[config.mk]
export PLATFORM = sky130hd
export DESIGN_NAME = apcb_config_bank
export DESIGN_NICKNAME = d
export VERILOG_FILES = /design/src/hw/apcb_pkg.sv /design/src/hw/apcb_decoder.sv /design/src/hw/apcb_config_bank.sv
export SDC_FILE = /design/constraint.sdc
export NUM_CORES = 1
export LEC_CHECK = 0
export BUFFER_PORTS_ARGS = -buffer_cell sky130_fd_sc_hd__buf_4
export CAP_MARGIN = 30
export CELL_PAD_IN_SITES_DETAIL_PLACEMENT = 0
export CELL_PAD_IN_SITES_GLOBAL_PLACEMENT = 1
export CORE_ASPECT_RATIO = 2
export CORE_MARGIN = 1.5
export CORE_UTILIZATION = 44
export CTS_BUF_LIST = sky130_fd_sc_hd__clkbuf_2
export CTS_CLUSTER_DIAMETER = 60
export DETAILED_ROUTE_END_ITERATION = 16
export GPL_TIMING_DRIVEN = 0
export PLACE_DENSITY = 0.95
export SLEW_MARGIN = 15
export SYNTH_ARGS = -nofsm -noshare
export SYNTH_HDL_FRONTEND = slang
export SYNTH_SLANG_ARGS = --single-unit
[constraint.sdc]
create_clock -name clk -period 2.6 [get_ports clk]
set_input_delay 0.39 -clock clk [delete_from_list [all_inputs] [get_ports clk]]
set_output_delay 0.39 -clock clk [all_outputs]
set_load 0.005 [all_outputs]
[src/hw/apcb_pkg.sv]
// constants and types shared by the audio path configuration bank
package apcb_pkg;

	// ==========================================================
	// register geometry
	localparam int WORD_W = 16;
	localparam logic [1:0] SEL_WORD_A = 2'h0;
	localparam logic [1:0] SEL_WORD_B = 2'h1;
	localparam logic [1:0] SEL_WORD_C = 2'h2;

	// reset values: every optional stage except the second mixer starts powered down
	localparam logic [15:0] RST_WORD_A = 16'h0101;
	localparam logic [15:0] RST_WORD_B = 16'h0183;
	localparam logic [15:0] RST_WORD_C = 16'h0000;

	// ==========================================================
	// field positions in path_config_word_a
	localparam int A_ATTENUATOR_PD = 0;
	localparam int A_OUT_AMP_LO    = 1;
	localparam int A_OUTPUT_MUX_LO = 3;
	localparam int A_COMPRESSION   = 7;
	localparam int A_OSC_PD        = 8;
	localparam int A_INPUT_SRC     = 9;

	// field positions in path_config_word_b
	localparam int B_GAIN_AMP_PD   = 0;
	localparam int B_LOWPASS_PD    = 1;
	localparam int B_RATE_LO       = 2;
	localparam int B_FILTER_SEL    = 4;
	localparam int B_MIX2_SRC_LO   = 5;
	localparam int B_MIX1_SRC_LO   = 7;
	localparam int B_MIX1_MUX_LO   = 9;
	localparam int B_ATTEN_LO      = 11;
	localparam int B_VOL_MUX_LO    = 14;

	// ==========================================================
	// field encodings
	localparam logic [1:0] MIX1_MUX_CODEC   = 2'h0;
	localparam logic [1:0] MIX1_MUX_ONLY    = 2'h1;
	localparam logic [1:0] MIX1_INPUT_ONLY  = 2'h2;
	localparam logic [1:0] MIX_POWERED_DOWN = 2'h3;
	localparam logic [1:0] MIX2_FILTER_ONLY = 2'h2;
	localparam logic [1:0] VOL_MUX_MIX2     = 2'h1;
	localparam logic [1:0] OUT_MUX_VOLUME   = 2'h0;
	localparam logic [1:0] OUT_AMP_SPK_HIGH = 2'h1;

	typedef enum logic [1:0] {
		APCB_RATE_8K0 = 2'h0,
		APCB_RATE_6K4 = 2'h1,
		APCB_RATE_5K3 = 2'h2,
		APCB_RATE_RSV = 2'h3
	} apcb_rate_t;

	// load sequence tracker, one-hot
	typedef enum logic [2:0] {
		APCB_WAIT_A = 3'h1,
		APCB_WAIT_B = 3'h2,
		APCB_WAIT_C = 3'h4
	} apcb_seq_t;

	// two-bit field of a word starting at bit lo
	function automatic logic [1:0] field2(input logic [15:0] w, input int lo);
		field2 = w[lo +: 2];
	endfunction

endpackage

[src/hw/apcb_decoder.sv]
// decode of configuration words A and B into routing and power controls
`timescale 1ns/1ps
module apcb_decoder
	import apcb_pkg::*;
(
	// configuration words
	input  wire logic [15:0]       wordA,
	input  wire logic [15:0]       wordB,
	// routing
	output logic                   mix1MuxCodec,
	output logic                   mix1TakesMux,
	output logic                   mix1TakesInput,
	output logic                   mix1Powerdown,
	output logic                   filterFromArray,
	output logic                   mix2FilterOnly,
	output logic                   mix2Powerdown,
	output logic                   inputFromGainAmp,
	output logic                   volumeFromMix2,
	output logic                   outputFromVolume,
	// modes and power
	output logic                   compressionOn,
	output logic                   lowpassPowerdown,
	output apcb_rate_t             rateSel,
	output logic                   gainAmpPowerdown,
	output logic                   oscPowerdown,
	output logic                   attenuatorPowerdown,
	output logic [2:0]             attenuationStep,
	output logic [1:0]             outAmpMode,
	output logic                   speakerHighGain
);
	logic [1:0] mix1Src;
	logic [1:0] mix2Src;

	always_comb begin
		mix1Src             = field2(wordB, B_MIX1_SRC_LO);
		mix2Src             = field2(wordB, B_MIX2_SRC_LO);
		mix1Powerdown       = (mix1Src == MIX_POWERED_DOWN);
		mix2Powerdown       = (mix2Src == MIX_POWERED_DOWN);
		attenuatorPowerdown = wordA[A_ATTENUATOR_PD];
		// first mixer mux and volume select bits stay stored but are masked while their stage is off
		mix1MuxCodec     = !mix1Powerdown && field2(wordB, B_MIX1_MUX_LO) == MIX1_MUX_CODEC;
		mix1TakesMux     = (mix1Src == MIX1_MUX_ONLY);
		mix1TakesInput   = (mix1Src == MIX1_INPUT_ONLY);
		filterFromArray  = wordB[B_FILTER_SEL];
		mix2FilterOnly   = (mix2Src == MIX2_FILTER_ONLY);
		inputFromGainAmp = !wordA[A_INPUT_SRC] && !mix1Powerdown;
		volumeFromMix2   = !attenuatorPowerdown
			&& field2(wordB, B_VOL_MUX_LO) == VOL_MUX_MIX2;
		outputFromVolume = field2(wordA, A_OUTPUT_MUX_LO) == OUT_MUX_VOLUME;
		compressionOn    = wordA[A_COMPRESSION];
		lowpassPowerdown = wordB[B_LOWPASS_PD];
		rateSel          = apcb_rate_t'(field2(wordB, B_RATE_LO));
		gainAmpPowerdown = wordB[B_GAIN_AMP_PD];
		oscPowerdown     = wordA[A_OSC_PD];
		attenuationStep  = attenuatorPowerdown ? 3'h0 : wordB[B_ATTEN_LO +: 3];
		outAmpMode       = field2(wordA, A_OUT_AMP_LO);
		speakerHighGain  = (outAmpMode == OUT_AMP_SPK_HIGH);
	end

endmodule // apcb_decoder

[src/hw/apcb_config_bank.sv]
// audio path configuration bank: words A and B staged, committed together with C, A and B decoded to controls
//
// Notes on behaviour
// - first mixer mux field is word B bits 9-10; zero routes the codec, except while word B bits 7-8 = 11 power the first mixer down.
// - first mixer source bits 7-8 of word B: 01 mux only, 10 input only.
// - word B bit 4 picks filter input: zero first mixer, one storage array.
// - word A bit 7 enables compression; zero disables it on record path.
// - word B bit 1 powers the low-pass filter down when one.
// - word B bits 2-3 pick rate: 00 8.0k, 01 6.4k, 10 5.3k.
// - word B bits 5-6 = 10 feeds only the filter into second mixer.
// - word B bit 0 zero powers up the automatic-gain amplifier.
// - word A bit 9 zero selects the gain amplifier as input source, unless word B bits 7-8 = 11 power the first mixer down.
// - word A bit 8 zero powers up the recorder oscillator.
// - word B bits 14-15 = 01 routes second mixer to volume stage, unless word A bit 0 powers the volume attenuator down.
// - word A bit 0 zero powers up the volume attenuator.
// - word B bits 11-13 give attenuation step, bit 11 least significant; the step reads zero while word A bit 0 is one.
// - word A bits 3-4 both zero route the volume stage to the outputs.
// - word A bits 1-2 = 01 gives high-gain speaker, auxiliary output off.
// - two of the three sixteen-bit configuration words, A and B, select all routing and power states.
`timescale 1ns/1ps
module apcb_config_bank
	import apcb_pkg::*;
(
	// clock and reset
	input  wire logic                 clk,
	input  wire logic                 rst,
	// word load strobe from the serial configuration engine
	input  wire logic                 loadValid,
	input  wire logic [1:0]           loadSel,
	input  wire logic [15:0]          loadData,
	// load status
	output logic                      orderFault,
	output logic                      commitPulse,
	output logic [1:0]                expectSel,
	// applied words for read-back
	output logic [15:0]               wordAOut,
	output logic [15:0]               wordBOut,
	output logic [15:0]               wordCOut,
	// routing controls
	output logic                      mix1MuxCodec,
	output logic                      mix1TakesMux,
	output logic                      mix1TakesInput,
	output logic                      mix1Powerdown,
	output logic                      filterFromArray,
	output logic                      mix2FilterOnly,
	output logic                      mix2Powerdown,
	output logic                      inputFromGainAmp,
	output logic                      volumeFromMix2,
	output logic                      outputFromVolume,
	// mode and power controls
	output logic                      compressionOn,
	output logic                      lowpassPowerdown,
	output apcb_pkg::apcb_rate_t      rateSel,
	output logic                      gainAmpPowerdown,
	output logic                      oscPowerdown,
	output logic                      attenuatorPowerdown,
	output logic [2:0]                attenuationStep,
	output logic [1:0]                outAmpMode,
	output logic                      speakerHighGain
);
	import apcb_pkg::*;

	// ==========================================================
	// load sequence
	apcb_seq_t   seq_reg;
	apcb_seq_t   seq_next;
	logic [15:0] stageA_reg;
	logic [15:0] stageB_reg;
	logic [15:0] wordA_reg;
	logic [15:0] wordB_reg;
	logic [15:0] wordC_reg;
	logic        fault_reg;
	logic        commit_reg;
	logic        takeA;
	logic        takeB;
	logic        takeC;
	logic        stray;

	// word A always restarts a load, so a host can recover from a broken one
	always_comb begin
		takeA = loadValid && loadSel == SEL_WORD_A;
		takeB = loadValid && loadSel == SEL_WORD_B && seq_reg == APCB_WAIT_B;
		takeC = loadValid && loadSel == SEL_WORD_C && seq_reg == APCB_WAIT_C;
		stray = loadValid && !takeA && !takeB && !takeC;
	end

	always_comb begin
		seq_next = seq_reg;
		case (seq_reg)
			APCB_WAIT_A: begin
				if (takeA) seq_next = APCB_WAIT_B;
			end
			APCB_WAIT_B: begin
				if (takeA) seq_next = APCB_WAIT_B;
				else if (takeB) seq_next = APCB_WAIT_C;
			end
			APCB_WAIT_C: begin
				if (takeA) seq_next = APCB_WAIT_B;
				else if (takeC) seq_next = APCB_WAIT_A;
			end
			default: seq_next = APCB_WAIT_A;
		endcase
	end

	always_ff @(posedge clk) begin
		if (rst) seq_reg <= APCB_WAIT_A;
		else seq_reg <= seq_next;
	end

	always_ff @(posedge clk) begin
		if (rst) begin
			stageA_reg <= RST_WORD_A;
			stageB_reg <= RST_WORD_B;
		end else begin
			if (takeA) stageA_reg <= loadData;
			if (takeB) stageB_reg <= loadData;
		end
	end

	// out-of-order words are dropped; the fault holds until the next word A
	always_ff @(posedge clk) begin
		if (rst) fault_reg <= 1'b0;
		else if (stray) fault_reg <= 1'b1;
		else if (takeA) fault_reg <= 1'b0;
	end

	// ==========================================================
	// applied words: all three change on one edge so the path never glitches
	always_ff @(posedge clk) begin
		if (rst) begin
			wordA_reg <= RST_WORD_A;
			wordB_reg <= RST_WORD_B;
			wordC_reg <= RST_WORD_C;
		end else if (takeC) begin
			wordA_reg <= stageA_reg;
			wordB_reg <= stageB_reg;
			wordC_reg <= loadData;
		end
	end

	always_ff @(posedge clk) begin
		if (rst) commit_reg <= 1'b0;
		else commit_reg <= takeC;
	end

	// ==========================================================
	// decode, registered on every edge so controls come from flip-flops; on commit the staged words are decoded
	logic       dMix1MuxCodec;
	logic       dMix1TakesMux;
	logic       dMix1TakesInput;
	logic       dMix1Powerdown;
	logic       dFilterFromArray;
	logic       dMix2FilterOnly;
	logic       dMix2Powerdown;
	logic       dInputFromGainAmp;
	logic       dVolumeFromMix2;
	logic       dOutputFromVolume;
	logic       dCompressionOn;
	logic       dLowpassPowerdown;
	apcb_rate_t dRateSel;
	logic       dGainAmpPowerdown;
	logic       dOscPowerdown;
	logic       dAttenuatorPowerdown;
	logic [2:0] dAttenuationStep;
	logic [1:0] dOutAmpMode;
	logic       dSpeakerHighGain;
	logic [15:0] decA;
	logic [15:0] decB;

	// before the first commit the reset words are decoded
	always_comb begin
		decA = takeC ? stageA_reg : wordA_reg;
		decB = takeC ? stageB_reg : wordB_reg;
	end

	apcb_decoder u_decoder (
		.wordA               (decA),
		.wordB               (decB),
		.mix1MuxCodec        (dMix1MuxCodec),
		.mix1TakesMux        (dMix1TakesMux),
		.mix1TakesInput      (dMix1TakesInput),
		.mix1Powerdown       (dMix1Powerdown),
		.filterFromArray     (dFilterFromArray),
		.mix2FilterOnly      (dMix2FilterOnly),
		.mix2Powerdown       (dMix2Powerdown),
		.inputFromGainAmp    (dInputFromGainAmp),
		.volumeFromMix2      (dVolumeFromMix2),
		.outputFromVolume    (dOutputFromVolume),
		.compressionOn       (dCompressionOn),
		.lowpassPowerdown    (dLowpassPowerdown),
		.rateSel             (dRateSel),
		.gainAmpPowerdown    (dGainAmpPowerdown),
		.oscPowerdown        (dOscPowerdown),
		.attenuatorPowerdown (dAttenuatorPowerdown),
		.attenuationStep     (dAttenuationStep),
		.outAmpMode          (dOutAmpMode),
		.speakerHighGain     (dSpeakerHighGain)
	);

	// reset value comes through the decoder, so rst only forces a reload
	always_ff @(posedge clk) begin
		mix1MuxCodec        <= dMix1MuxCodec;
		mix1TakesMux        <= dMix1TakesMux;
		mix1TakesInput      <= dMix1TakesInput;
		mix1Powerdown       <= dMix1Powerdown;
		filterFromArray     <= dFilterFromArray;
		mix2FilterOnly      <= dMix2FilterOnly;
		mix2Powerdown       <= dMix2Powerdown;
		inputFromGainAmp    <= dInputFromGainAmp;
		volumeFromMix2      <= dVolumeFromMix2;
		outputFromVolume    <= dOutputFromVolume;
		compressionOn       <= dCompressionOn;
		lowpassPowerdown    <= dLowpassPowerdown;
		rateSel             <= dRateSel;
		gainAmpPowerdown    <= dGainAmpPowerdown;
		oscPowerdown        <= dOscPowerdown;
		attenuatorPowerdown <= dAttenuatorPowerdown;
		attenuationStep     <= dAttenuationStep;
		outAmpMode          <= dOutAmpMode;
		speakerHighGain     <= dSpeakerHighGain;
	end

	// ==========================================================
	// outputs
	always_comb begin
		wordAOut    = wordA_reg;
		wordBOut    = wordB_reg;
		wordCOut    = wordC_reg;
		orderFault  = fault_reg;
		commitPulse = commit_reg;
		case (seq_reg)
			APCB_WAIT_B: expectSel = SEL_WORD_B;
			APCB_WAIT_C: expectSel = SEL_WORD_C;
			default:     expectSel = SEL_WORD_A;
		endcase
	end
endmodule // apcb_config_bank

==> Yosys cells after proc, flatten, opt, wreduce, memory -nomap -nowiden <==
Index checks and enable logic that the tools add are counted.
{ "totals": {"word_cells": 76, "reg_bits": 108, "out_inout_bits": 75, "input_bits": 21} }
{ "op_classes": {"n_reduce_logical": 22, "mux": 11, "eq_ne": 15} }
{ "op_table": {"columns": ["cell", "count"], "rows": [
  ["16-bit two-way mux", 1],
  ["3-bit two-way mux", 5],
  ["1-bit logical AND", 11],
  ["2-bit equality test, second input constant", 5],
  ["10-bit two-way mux", 1],
  ["3-bit case mux with 3 select lines", 1],
  ["2-bit by 1-bit equality test with 1-bit output, second input constant", 4],
  ["1-bit zero test", 6],
  ["2-bit zero test", 3],
  ["3-bit inequality test, second input constant", 2],
  ["2-bit case mux with 2 select lines", 1],
  ["3-bit by 1-bit equality test with 1-bit output, second input constant", 1],
  ["3-bit by 2-bit equality test with 1-bit output, second input constant", 1],
  ["3-bit equality test, second input constant", 1],
  ["3-bit AND reduction", 1],
  ["1-bit two-way mux", 2],
  ["2-bit inequality test, second input constant", 1],
  ["2-bit nonzero test", 1]
]} }

==> Longest topological paths before layout <==
Gate-level depths: netlist of run 1.
{ "depth": {"depth_word": 7, "mapped_depth": 7, "depth_no_buf": 4} }

==> By module <==
Synthesis of run 1 repeated with hierarchy kept, for this count alone.
{ "hier_totals": {"hier_cells": 427, "area_unflattened_um2": 4455.5} }
{ "by_module_without_submodules": {"columns": ["module", "area_per_inst_um2", "seq_area_each_um2", "cells_per_inst", "n_inst"], "rows": [
  ["apcb_config_bank", 4294.1, 2162.1, 404, 1],
  ["apcb_decoder", 161.4, 0.0, 23, 1]
]} }

==> Worst setup path before layout of run 1 <==
OpenSTA, ideal clock, no wires.
{ "synth_path": {"path_kind": "reg-to-output", "startpoint": "register seq_reg[2]", "endpoint": "output expectSel[1]", "path_stages_with_launch": 6, "t_required_ps": 2210, "setup_slack_ps": 1059, "arrival_ps": 1151, "n_path_buf": 3, "cell_sequence": "dfxtp_1 > or3b_1 > buf_6 > clkinv_4 > buf_8 > buf_6"} }
{ "synth_between": {"elab_chain_len": 2, "word_cells_on_any_way": 3, "classes_between": "2 x eq/ne; 1 x mux"} }
{ "synth_lines": {"columns": ["element", "line", "source"], "rows": [
  ["from (decl)", "apcb_config_bank.sv:65", "apcb_seq_t seq_reg;"],
  ["from (signal assigned)", "apcb_config_bank.sv:107", "else seq_reg <= seq_next;"],
  ["3-bit equality test or 3-bit by 2-bit equality test with 1-bit output (tied branches)", "apcb_config_bank.sv:231", "case (seq_reg)"],
  ["2-bit case mux with 2 select lines (*)", "apcb_config_bank.sv:231", null],
  ["to (decl)", "apcb_config_bank.sv:34", "output logic [1:0] expectSel,"]
]} }
Mark *: on every way between the ends. The rest lies on a longest branch, timed or not.

==> Worst setup path in the final report of run 1 <==
Same ends and word-level chain as after synthesis.

==> impl_metrics.yaml, run 1 <==
power_and_ir_drop:
  ir_drop_uv: 364
  p_leak_nw: 1.98
  p_per_area_nw_per_um2: 498
  power.switching_mw: 0.661
  pwr-share-clk_pct: 27.4
  switching_share_pct: 26.3
  pwr-share-comb_pct: 5.6
  p_int_mw: 1.85
  power_frac_seq_pct: 67.0
cts:
  cts_sinks: 108
  root_buffer: "clkbuf_2"
  ctsHtreeMaxLevel: 3
  cts_tree: "done"
  cts_buffer_depth: 2
  clk_latency_ns: 0.61
  numCtsBuffers: 9
  cts_resized: 0
  clk_pin_slew_ns: 0.27
global_routing:
  grt_max_degree: 18
  grt_overflow: 0
  grt_pass1_wl_um: 18300
  antenna_found_initial: 1
  track_usage_pct: 24.0
  grt_pass1_vias: 3475
finish:
  final_util_pct: 56.0
  multi_input_area_um2: 1660
  drive_gt1_share_pct: 22.7
  fillers: 854
  synthToLayoutAreaGrowth_pct: 24.0
  nets: 589
  ff_latch_area_um2: 2160
critical_path:
  crit_arrival_ns: 2.09
  path_cells: "or3b_1 -> buf_6 -> clkinv_4 -> buf_8 -> buf_6 -> buf_4"
  worstPathRequired_ns: 2.21
  crit_slowest_cell: "dfxtp_1"
  end_kind: "output pin"
  startpoint_type: "register"
  path_class: "reg -> out"
  cp_common_cell: "buf_6"
  slowest_delay_ns: 0.45
  cp_max_fo: 10
  ff2ff_setup_slack_ns: 0.88
die:
  die_area_um2: 9870
  chipHeight_um: 139
  rows: 49
  die_w_um: 71
  core_area_um2: 9010
  io_pins: 96
  start_util_pct: 45.1
placement:
  gp_congestion: 0.907
  io_buffer_count: 94
  dp.final_hpwl_um: 8900
timing:
  relSlewSlack_pct: 55.7
  fin_crit_sh_pct: 95.5
  fin_skew_ns: 0.0206
  max_freq_mhz: 403
  final.setup.tns_ns: 0
  finalSetupViolations: 0
  maxSlewViolCount: 0
  fin_crit_ns: 2.48
  hold_viol: 0
  worstMarginPinSlew_ns: 0.664
  grt_setup_unrepaired: "no"
drt:
  drc_errors: 0
  dr.pass1.iters: 4
  final_antenna_net_count: 0
  via_count: 3756
  routed_wl_um: 11800
  routedWlPerCell_um: 17.4
  via_per_inst: 5.56
  drt_iter0_drc: 213
logic_synthesis:
  synth_nets: 479
  syn_avg_cell_area_um2: 8.88
  ys_ff_latch: 108
  synth_edf_count: 0
  yosys_warnings: 0
  synth.distinct_cells: 39
  ys_seq_area_share_pct: 53.1
  synthCells: 458
  syn_area_um2: 4070
  synth-main-ff-cell: "dfxtp_1"
  synthArstFlopShare_pct: 0
flow_run:
  maxCapViolCount: 0
hold_path:
  min_path_type: "in -> reg"
outcome:
  status: "complete, no violations"
==> synthesized netlist by cell type, types with 4 or more instances <==
cell      number  share of area [%]
a211o_1       10                2.2
a21o_1         4               0.74
a21oi_1       71                8.7
and3_1        10                1.5
buf_2          7               0.86
buf_6          6                1.7
clkbuf_1      26                2.4
dfxtp_1      108                 53
nand2_1       43                4.0
nand2b_1       7                1.1
nand3_1       52                6.4
nand3b_1       4               0.74
nand4b_1       8                1.7
nor2_1         7               0.65
o21ai_0       62                7.6
==> per-layer routing <==
metal / global-route usage, % / wire length (um) / vias up
met2: 43.4 / 6440 / 128
met4: 11.3 / 418 / 0
met1: 26.7 / 4350 / 1760
met3: 3.63 / 544 / 21
li1: - / - / 1847
met5: 0 / 0 / -
==> worst max-delay path: cells and delay by family, from the launching register on <==
family,cells,cell delay (ns)
buffers and inverters,5,0.65
flip-flops,1,0.45
AND/OR/NAND/NOR,1,0.37
==> power by group through the flow <==
stage | clock network, mW | registers, mW | logic, mW
3_5_place_dp | 0 | 1.71 | 0.132
2_1_floorplan | 0 | 1.71 | 0.0632
3_3_place_gp | 0 | 1.71 | 0.131
4_1_cts | 0.691 | 1.68 | 0.135
6_report | 0.688 | 1.68 | 0.141
5_1_grt | 0.766 | 1.69 | 0.152
==> metrics by stage <==
step | worst slack, ns | total power, mW | hold WS (ns) | area [um^2] | std cells
final | 0.117 | 2.51 | 0.0178 | 5040 | 676
after global routing | 0.00912 | 2.60 | 0.00419 | 5040 | 676
after CTS | 0.116 | 2.51 | 0.00343 | 5010 | 672
after detailed placement | 0.673 | 1.84 | 0.446 | 4900 | 654
after global placement | 0.683 | 1.84 | 0.439 | 4900 | 654
after floorplan | 1.06 | 1.77 | 0.427 | 4070 | 458
==> worst paths after layout <==
check,start,to,depth (start not counted)
worst max-delay path,seq_reg[2],expectSel[1],6
worst min-delay path,loadData[14],stageA_reg[14],3
worst max register to register,seq_reg[2],wordCOut[7],5
worst min register to register,stageA_reg[14],stageA_reg[14],2
==> cell usage in the layout, fill, tap and decap left out, types with 2 or more instances in the layout <==
| master | netlist | layout |
|---|---|---|
| o21ai_1 | 3 | 3 |
| nand3b_1 | 4 | 4 |
| a21o_1 | 4 | 4 |
| nand3_1 | 52 | 52 |
| a211o_1 | 10 | 10 |
| and3_1 | 10 | 10 |
| nand4_1 | 2 | 2 |
| clkbuf_2 | 0 | 10 |
| dfxtp_1 | 108 | 108 |
| a21oi_1 | 71 | 71 |
| inv_1 | 2 | 2 |
| clkinv_4 | 1 | 2 |
| clkinv_1 | 1 | 3 |
| o41ai_1 | 2 | 2 |
| nand2_1 | 43 | 43 |
| buf_6 | 6 | 6 |
| clkbuf_1 | 26 | 26 |
| buf_2 | 7 | 7 |
| nand4b_1 | 8 | 8 |
| clkinvlp_4 | 0 | 2 |
| buf_4 | 0 | 94 |
| nand3_2 | 2 | 2 |
| nor2_1 | 7 | 7 |
| or3b_1 | 2 | 2 |
| o21ai_0 | 62 | 62 |
| dlygate4sd3_1 | 0 | 5 |
| nand2b_1 | 7 | 7 |
| o31ai_1 | 2 | 2 |
| buf_8 | 2 | 2 |
==> final cells by class <==
cell class / count / share of cell area (%)
flip-flops and latches: 108 / 42.9
multi-input cells: 305 / 32.8
repair buffers: 99 / 15.0
plain buffers: 41 / 4.56
well taps: 102 / 2.53
clock buffers: 10 / 0.992
clock inverters: 6 / 0.794
inverters: 4 / 0.397
diodes: 1 / 0.0496
==> what timing repair did <==
action                                 4_1_cts  5_1_grt
setup buffers                                0        0
endpoints found under the hold margin        2        3
hold buffers                                 2        3
==> kinds of logic after synthesis <==
family,after synthesis,share of synthesized area [%]
flops,108,53.1
buf+inv,45,6.15
compound gates,156,20.9
simple gates,148,19.6
mux,1,0.246
(Power assumes the default switching activity.)
==> run 2, diff against run 1 <==
Settings changed: CELL_PAD_IN_SITES_DETAIL_PLACEMENT 0 to 2, CELL_PAD_IN_SITES_GLOBAL_PLACEMENT 1 to 2, CORE_UTILIZATION 44 to 35.
==> impl_metrics.yaml, run 2 (same netlist as run 1, synthesis figures left out) <==
placement:
  io_buffer_count: 94
  placed_cell_area_um2: 4950
  gp_congestion: 0.806
  dp_slack_ns: 0.522
  dp.final_hpwl_um: 12000
drt:
  routedWlPerCell_um: 23.0
  via_per_inst: 5.61
  via_count: 4074
  final_antenna_net_count: 0
  drt_iter0_drc: 209
  drc_errors: 0
  dr.pass1.iters: 4
  routed_wl_um: 16700
hold_path:
  min_path_type: "in -> reg"
cts:
  clk_pin_slew_ns: 0.29
  cts_tree: "done"
  ctsHtreeMaxLevel: 3
  cts_sinks: 108
  cts_buffer_depth: 2
  clk_latency_ns: 0.62
  root_buffer: "clkbuf_2"
  numCtsBuffers: 9
power_and_ir_drop:
  pwr-share-comb_pct: 6.3
  p_leak_nw: 2.04
  p_int_mw: 1.96
  switching_share_pct: 26.0
  power.switching_mw: 0.687
  p_per_area_nw_per_um2: 507
  ir_drop_uv: 359
  power_frac_seq_pct: 63.7
  pwr-share-clk_pct: 30.0
finish:
  final_common_cell: "dfxtp_1"
  final_cell_area_um2: 5220
  nets: 599
  layout_common_cells: "dfxtp_1, buf_4, a21oi_1"
  synthToLayoutAreaGrowth_pct: 28.4
  drive_gt1_share_pct: 22.6
  fillers: 1247
global_routing:
  track_usage_pct: 27.7
  grt_overflow: 0
  grt.busiest_layer: "met2"
  grt_pass1_vias: 4552
  met3_usage_pct: 4.87
  antenna_found_initial: 1
  grt_use_met2_pct: 51.5
  use_met1_pct: 27.5
  grt_max_degree: 17
  grt_pass1_wl_um: 25400
die:
  io_pins: 96
  rows: 55
  core_area_um2: 11400
  die_area_um2: 12300
  die_w_um: 79.2
  start_util_pct: 35.8
  chipHeight_um: 155
timing:
  maxSlewViolCount: 0
  grt_setup_unrepaired: "no"
  hold_viol: 0
  finalSetupViolations: 0
  setup_slack_ns: 0.116
  max_freq_mhz: 403
  fin_skew_ns: 0.0299
  holdWs_ns: 0.144
  worstMarginPinSlew_ns: 0.748
  fin_crit_ns: 2.48
  fin_crit_sh_pct: 95.5
  relSlewSlack_pct: 50.1
  final.setup.tns_ns: 0
outcome:
  status: "complete, no violations"
critical_path:
  startpoint_type: "register"
  r2r_cells: 4
  path_class: "reg -> out"
  crit_arrival_ns: 2.09
  ff2ff_setup_slack_ns: 0.69
  r2r-end: "stageB_reg[0]"
  cp-startpoint: "seq_reg[2]"
  reg2reg_from: "seq_reg[1]"
  cp-endpoint: "expectSel[1]"
  end_kind: "output pin"
  cp_max_fo: 10
  worstPathRequired_ns: 2.21
flow_run:
  maxCapViolCount: 0
## run 2: final cells by class
| cell class | count | area [um^2] | share of cell area [%] |
|---|---|---|---|
| Buffer | 40 | 225 | 4.31 |
| Sequential cell | 108 | 2160 | 41.4 |
| Clock buffer | 11 | 55.1 | 1.05 |
| Timing Repair Buffer | 110 | 866 | 16.6 |
| Tap cell | 142 | 178 | 3.40 |
| Multi-Input combinational cell | 305 | 1660 | 31.7 |
| Antenna cell | 1 | 2.50 | 0.0479 |
| Inverter | 4 | 23.8 | 0.455 |
| Clock inverter | 5 | 52.6 | 1.01 |
## run 2: metal layers
layer,up-vias,wire length [um]
li1,1859,-
met1,2036,5760
met2,125,9450
met3,54,540
met4,0,935
met5,-,0
## run 2: what timing repair did
action / CTS / global route
buffers inserted: 0 / 0
hold buffers: 16 / 0
endpoints found under the hold margin: 26 / 0
gates resized for setup: 0 / 2
endpoints found under the setup margin: 0 / 2
## run 2: per-stage QoR
stage | power, mW | util, % | cells
after floorplan | 1.77 | - | 458
after global placement | 1.85 | 43.6 | 694
after detailed placement | 1.85 | 43.6 | 694
after CTS | 2.65 | 46.0 | 726
after global routing | 2.73 | 46.0 | 726
final | 2.65 | 46.0 | 726
## run 2: worst min path at each step
stage	startpoint	to	slack (ns)	cells after the start
2_1_floorplan	stageB_reg[0]	stageB_reg[0]	0.43	1
6_report	loadSel[1]	stageA_reg[5]	0.14	4
3_5_place_dp	stageB_reg[1]	stageB_reg[1]	0.46	1
3_3_place_gp	stageB_reg[0]	stageB_reg[0]	0.44	1
5_1_grt	loadSel[1]	stageA_reg[1]	0.12	4
4_1_cts	loadSel[1]	stageA_reg[5]	0.11	4
## run 2: worst max-delay path: stages (launching register included)
cell      delay (ns)
dfxtp_2         0.43
or3b_1          0.36
buf_6           0.17
clkinv_4        0.09
buf_8           0.15
buf_6           0.16
buf_4           0.12
## run 2: power by group through the flow
| stage | Combinational (mW) | Sequential (mW) | Clock [mW] |
|---|---|---|---|
| floorplan | 0.0632 | 1.71 | 0 |
| global placement | 0.133 | 1.71 | 0 |
| detailed placement | 0.141 | 1.71 | 0 |
| CTS | 0.161 | 1.69 | 0.806 |
| global route | 0.174 | 1.69 | 0.866 |
| finish | 0.166 | 1.69 | 0.795 |
==> run 3, diff against run 2 <==
--- a/config.mk
+++ b/config.mk
@@ -12,3 +12,3 @@
 export CORE_ASPECT_RATIO = 2
-export CORE_MARGIN = 1.5
+export CORE_MARGIN = 2
 export CORE_UTILIZATION = 35
==> constraint.sdc (replaced) <==
create_clock -name clk -period 2.6 [get_ports clk]
set_input_delay 0.26 -clock clk [delete_from_list [all_inputs] [get_ports clk]]
set_output_delay 0.26 -clock clk [all_outputs]
set_load 0.005 [all_outputs]
==> impl_metrics.yaml, run 3 (same netlist as run 1, synthesis figures left out) <==
outcome:
  status: "complete, no violations"
timing:
  finalSetupViolations: 0
  fin_crit_sh_pct: 94.3
  fin_skew_ns: 0.0208
  grt_setup_unrepaired: "no"
  relSlewSlack_pct: 53.8
  setup_slack_ns: 0.147
  final.setup.tns_ns: 0
  fin_crit_ns: 2.45
  holdWs_ns: 0.0214
  worstMarginPinSlew_ns: 0.693
  max_freq_mhz: 408
  maxSlewViolCount: 0
  hold_viol: 0
finish:
  synthToLayoutAreaGrowth_pct: 29.3
  drive_gt1_share_pct: 22.4
  nets: 601
  fillers: 1226
  layout_common_cells: "dfxtp_1, buf_4, a21oi_1"
  final_common_cell: "dfxtp_1"
cts:
  cts_sinks: 108
  numCtsBuffers: 9
  cts_resized: 0
  ctsHtreeMaxLevel: 3
  hold_buffers: 17
  clk_latency_ns: 0.62
  cts_tree: "done"
  clk_pin_slew_ns: 0.30
  root_buffer: "clkbuf_2"
  post-cts-setup-buffer-count: 0
  cts_buffer_depth: 2
placement:
  dp.final_hpwl_um: 11800
  dp_slack_ns: 0.635
  gp_congestion: 0.822
  io_buffer_count: 94
global_routing:
  grt_overflow: 0
  grt_max_degree: 18
  grt_pass1_wl_um: 24800
  grt_pass1_vias: 4373
  track_usage_pct: 26.5
  antenna_found_initial: 1
drt:
  final_antenna_net_count: 0
  dr.pass1.iters: 4
  drc_errors: 0
  routedWlPerCell_um: 23.0
  via_per_inst: 5.55
  drt_iter0_drc: 221
  via_count: 4042
  routed_wl_um: 16800
power_and_ir_drop:
  ir_drop_uv: 349
  pwr-share-clk_pct: 32.6
  p_leak_nw: 2.05
  switching_share_pct: 25.7
  power.switching_mw: 0.706
  power_frac_seq_pct: 61.3
  pwr-share-comb_pct: 6.1
  p_int_mw: 2.05
  p_per_area_nw_per_um2: 523
die:
  core_area_um2: 11400
  io_pins: 96
  die_area_um2: 12600
  rows: 55
  start_util_pct: 35.8
  die_w_um: 80.2
  chipHeight_um: 156
critical_path:
  worstPathRequired_ns: 2.34
  cp_max_fo: 10
  startpoint_type: "register"
  path_class: "reg -> out"
  end_kind: "output pin"
  crit_arrival_ns: 2.19
  slowest_delay_ns: 0.45
  ff2ff_setup_slack_ns: 0.71
  path_cells: "or3b_1 -> clkinv_1 -> buf_2 -> buf_4"
  crit_slowest_cell: "dfxtp_1"
hold_path:
  min_path_type: "in -> reg"
flow_run:
  maxCapViolCount: 0
[run 3: cell count changes in the layout (fill, tap and decap cells not counted), sizes merged]
cell | previous run | this run
buf | 108 | 109
bufinv | 1 | 2
clkbuf | 37 | 35
clkinv | 5 | 4
clkinvlp | 1 | 3
dlygate4sd3 | 16 | 17
[run 3: area by class of cell]
class	instances	area, um^2	share of cell area [%]
Antenna cell	1	2.50	0.0476
Buffer	41	230	4.38
Clock buffer	9	45.0	0.856
Clock inverter	7	91.3	1.74
Inverter	4	20.0	0.380
Multi-Input combinational cell	305	1660	31.5
Sequential cell	108	2160	41.1
Tap cell	142	178	3.38
Timing Repair Buffer	111	876	16.6
[run 3: power by group through the flow]
stage	clock network [mW]	registers (mW)	logic, mW
floorplan	0	1.71	0.0632
global placement	0	1.71	0.134
detailed placement	0	1.71	0.141
CTS	0.906	1.69	0.163
global route	0.963	1.69	0.178
finish	0.897	1.69	0.168
[run 3: metal layers]
metal	global-route usage, %	up-vias	part of all wire, %
li1	-	1869	-
met1	28.0	2011	36
met2	50.2	119	58
met3	3.17	43	3.0
met4	12.7	0	3.2
met5	0	-	0
[run 3: through the flow]
stage,cells,power [mW],util [%],area (um^2)
final,728,2.75,46.3,5260
after CTS,727,2.75,46.3,5260
after floorplan,458,1.77,-,4070
after global placement,694,1.85,43.6,4950
after detailed placement,694,1.85,43.6,4950
after global routing,728,2.83,46.3,5260
[run 3: worst paths after layout]
| kind | startpoint | to | depth (start not counted) |
|---|---|---|---|
| setup / recovery | seq_reg[1] | expectSel[0] | 4 |
| hold / removal | loadSel[1] | stageA_reg[5] | 4 |
| setup reg to reg | seq_reg[1] | stageB_reg[11] | 5 |
| hold reg to reg | stageA_reg[11] | stageA_reg[11] | 2 |
[run 3: critical path, delay by kind of cell (launching register included)]
family / cells / cell delay (ns)
DFF: 1 / 0.45
buffers and inverters: 3 / 0.68
and+or+nand+nor: 1 / 0.45
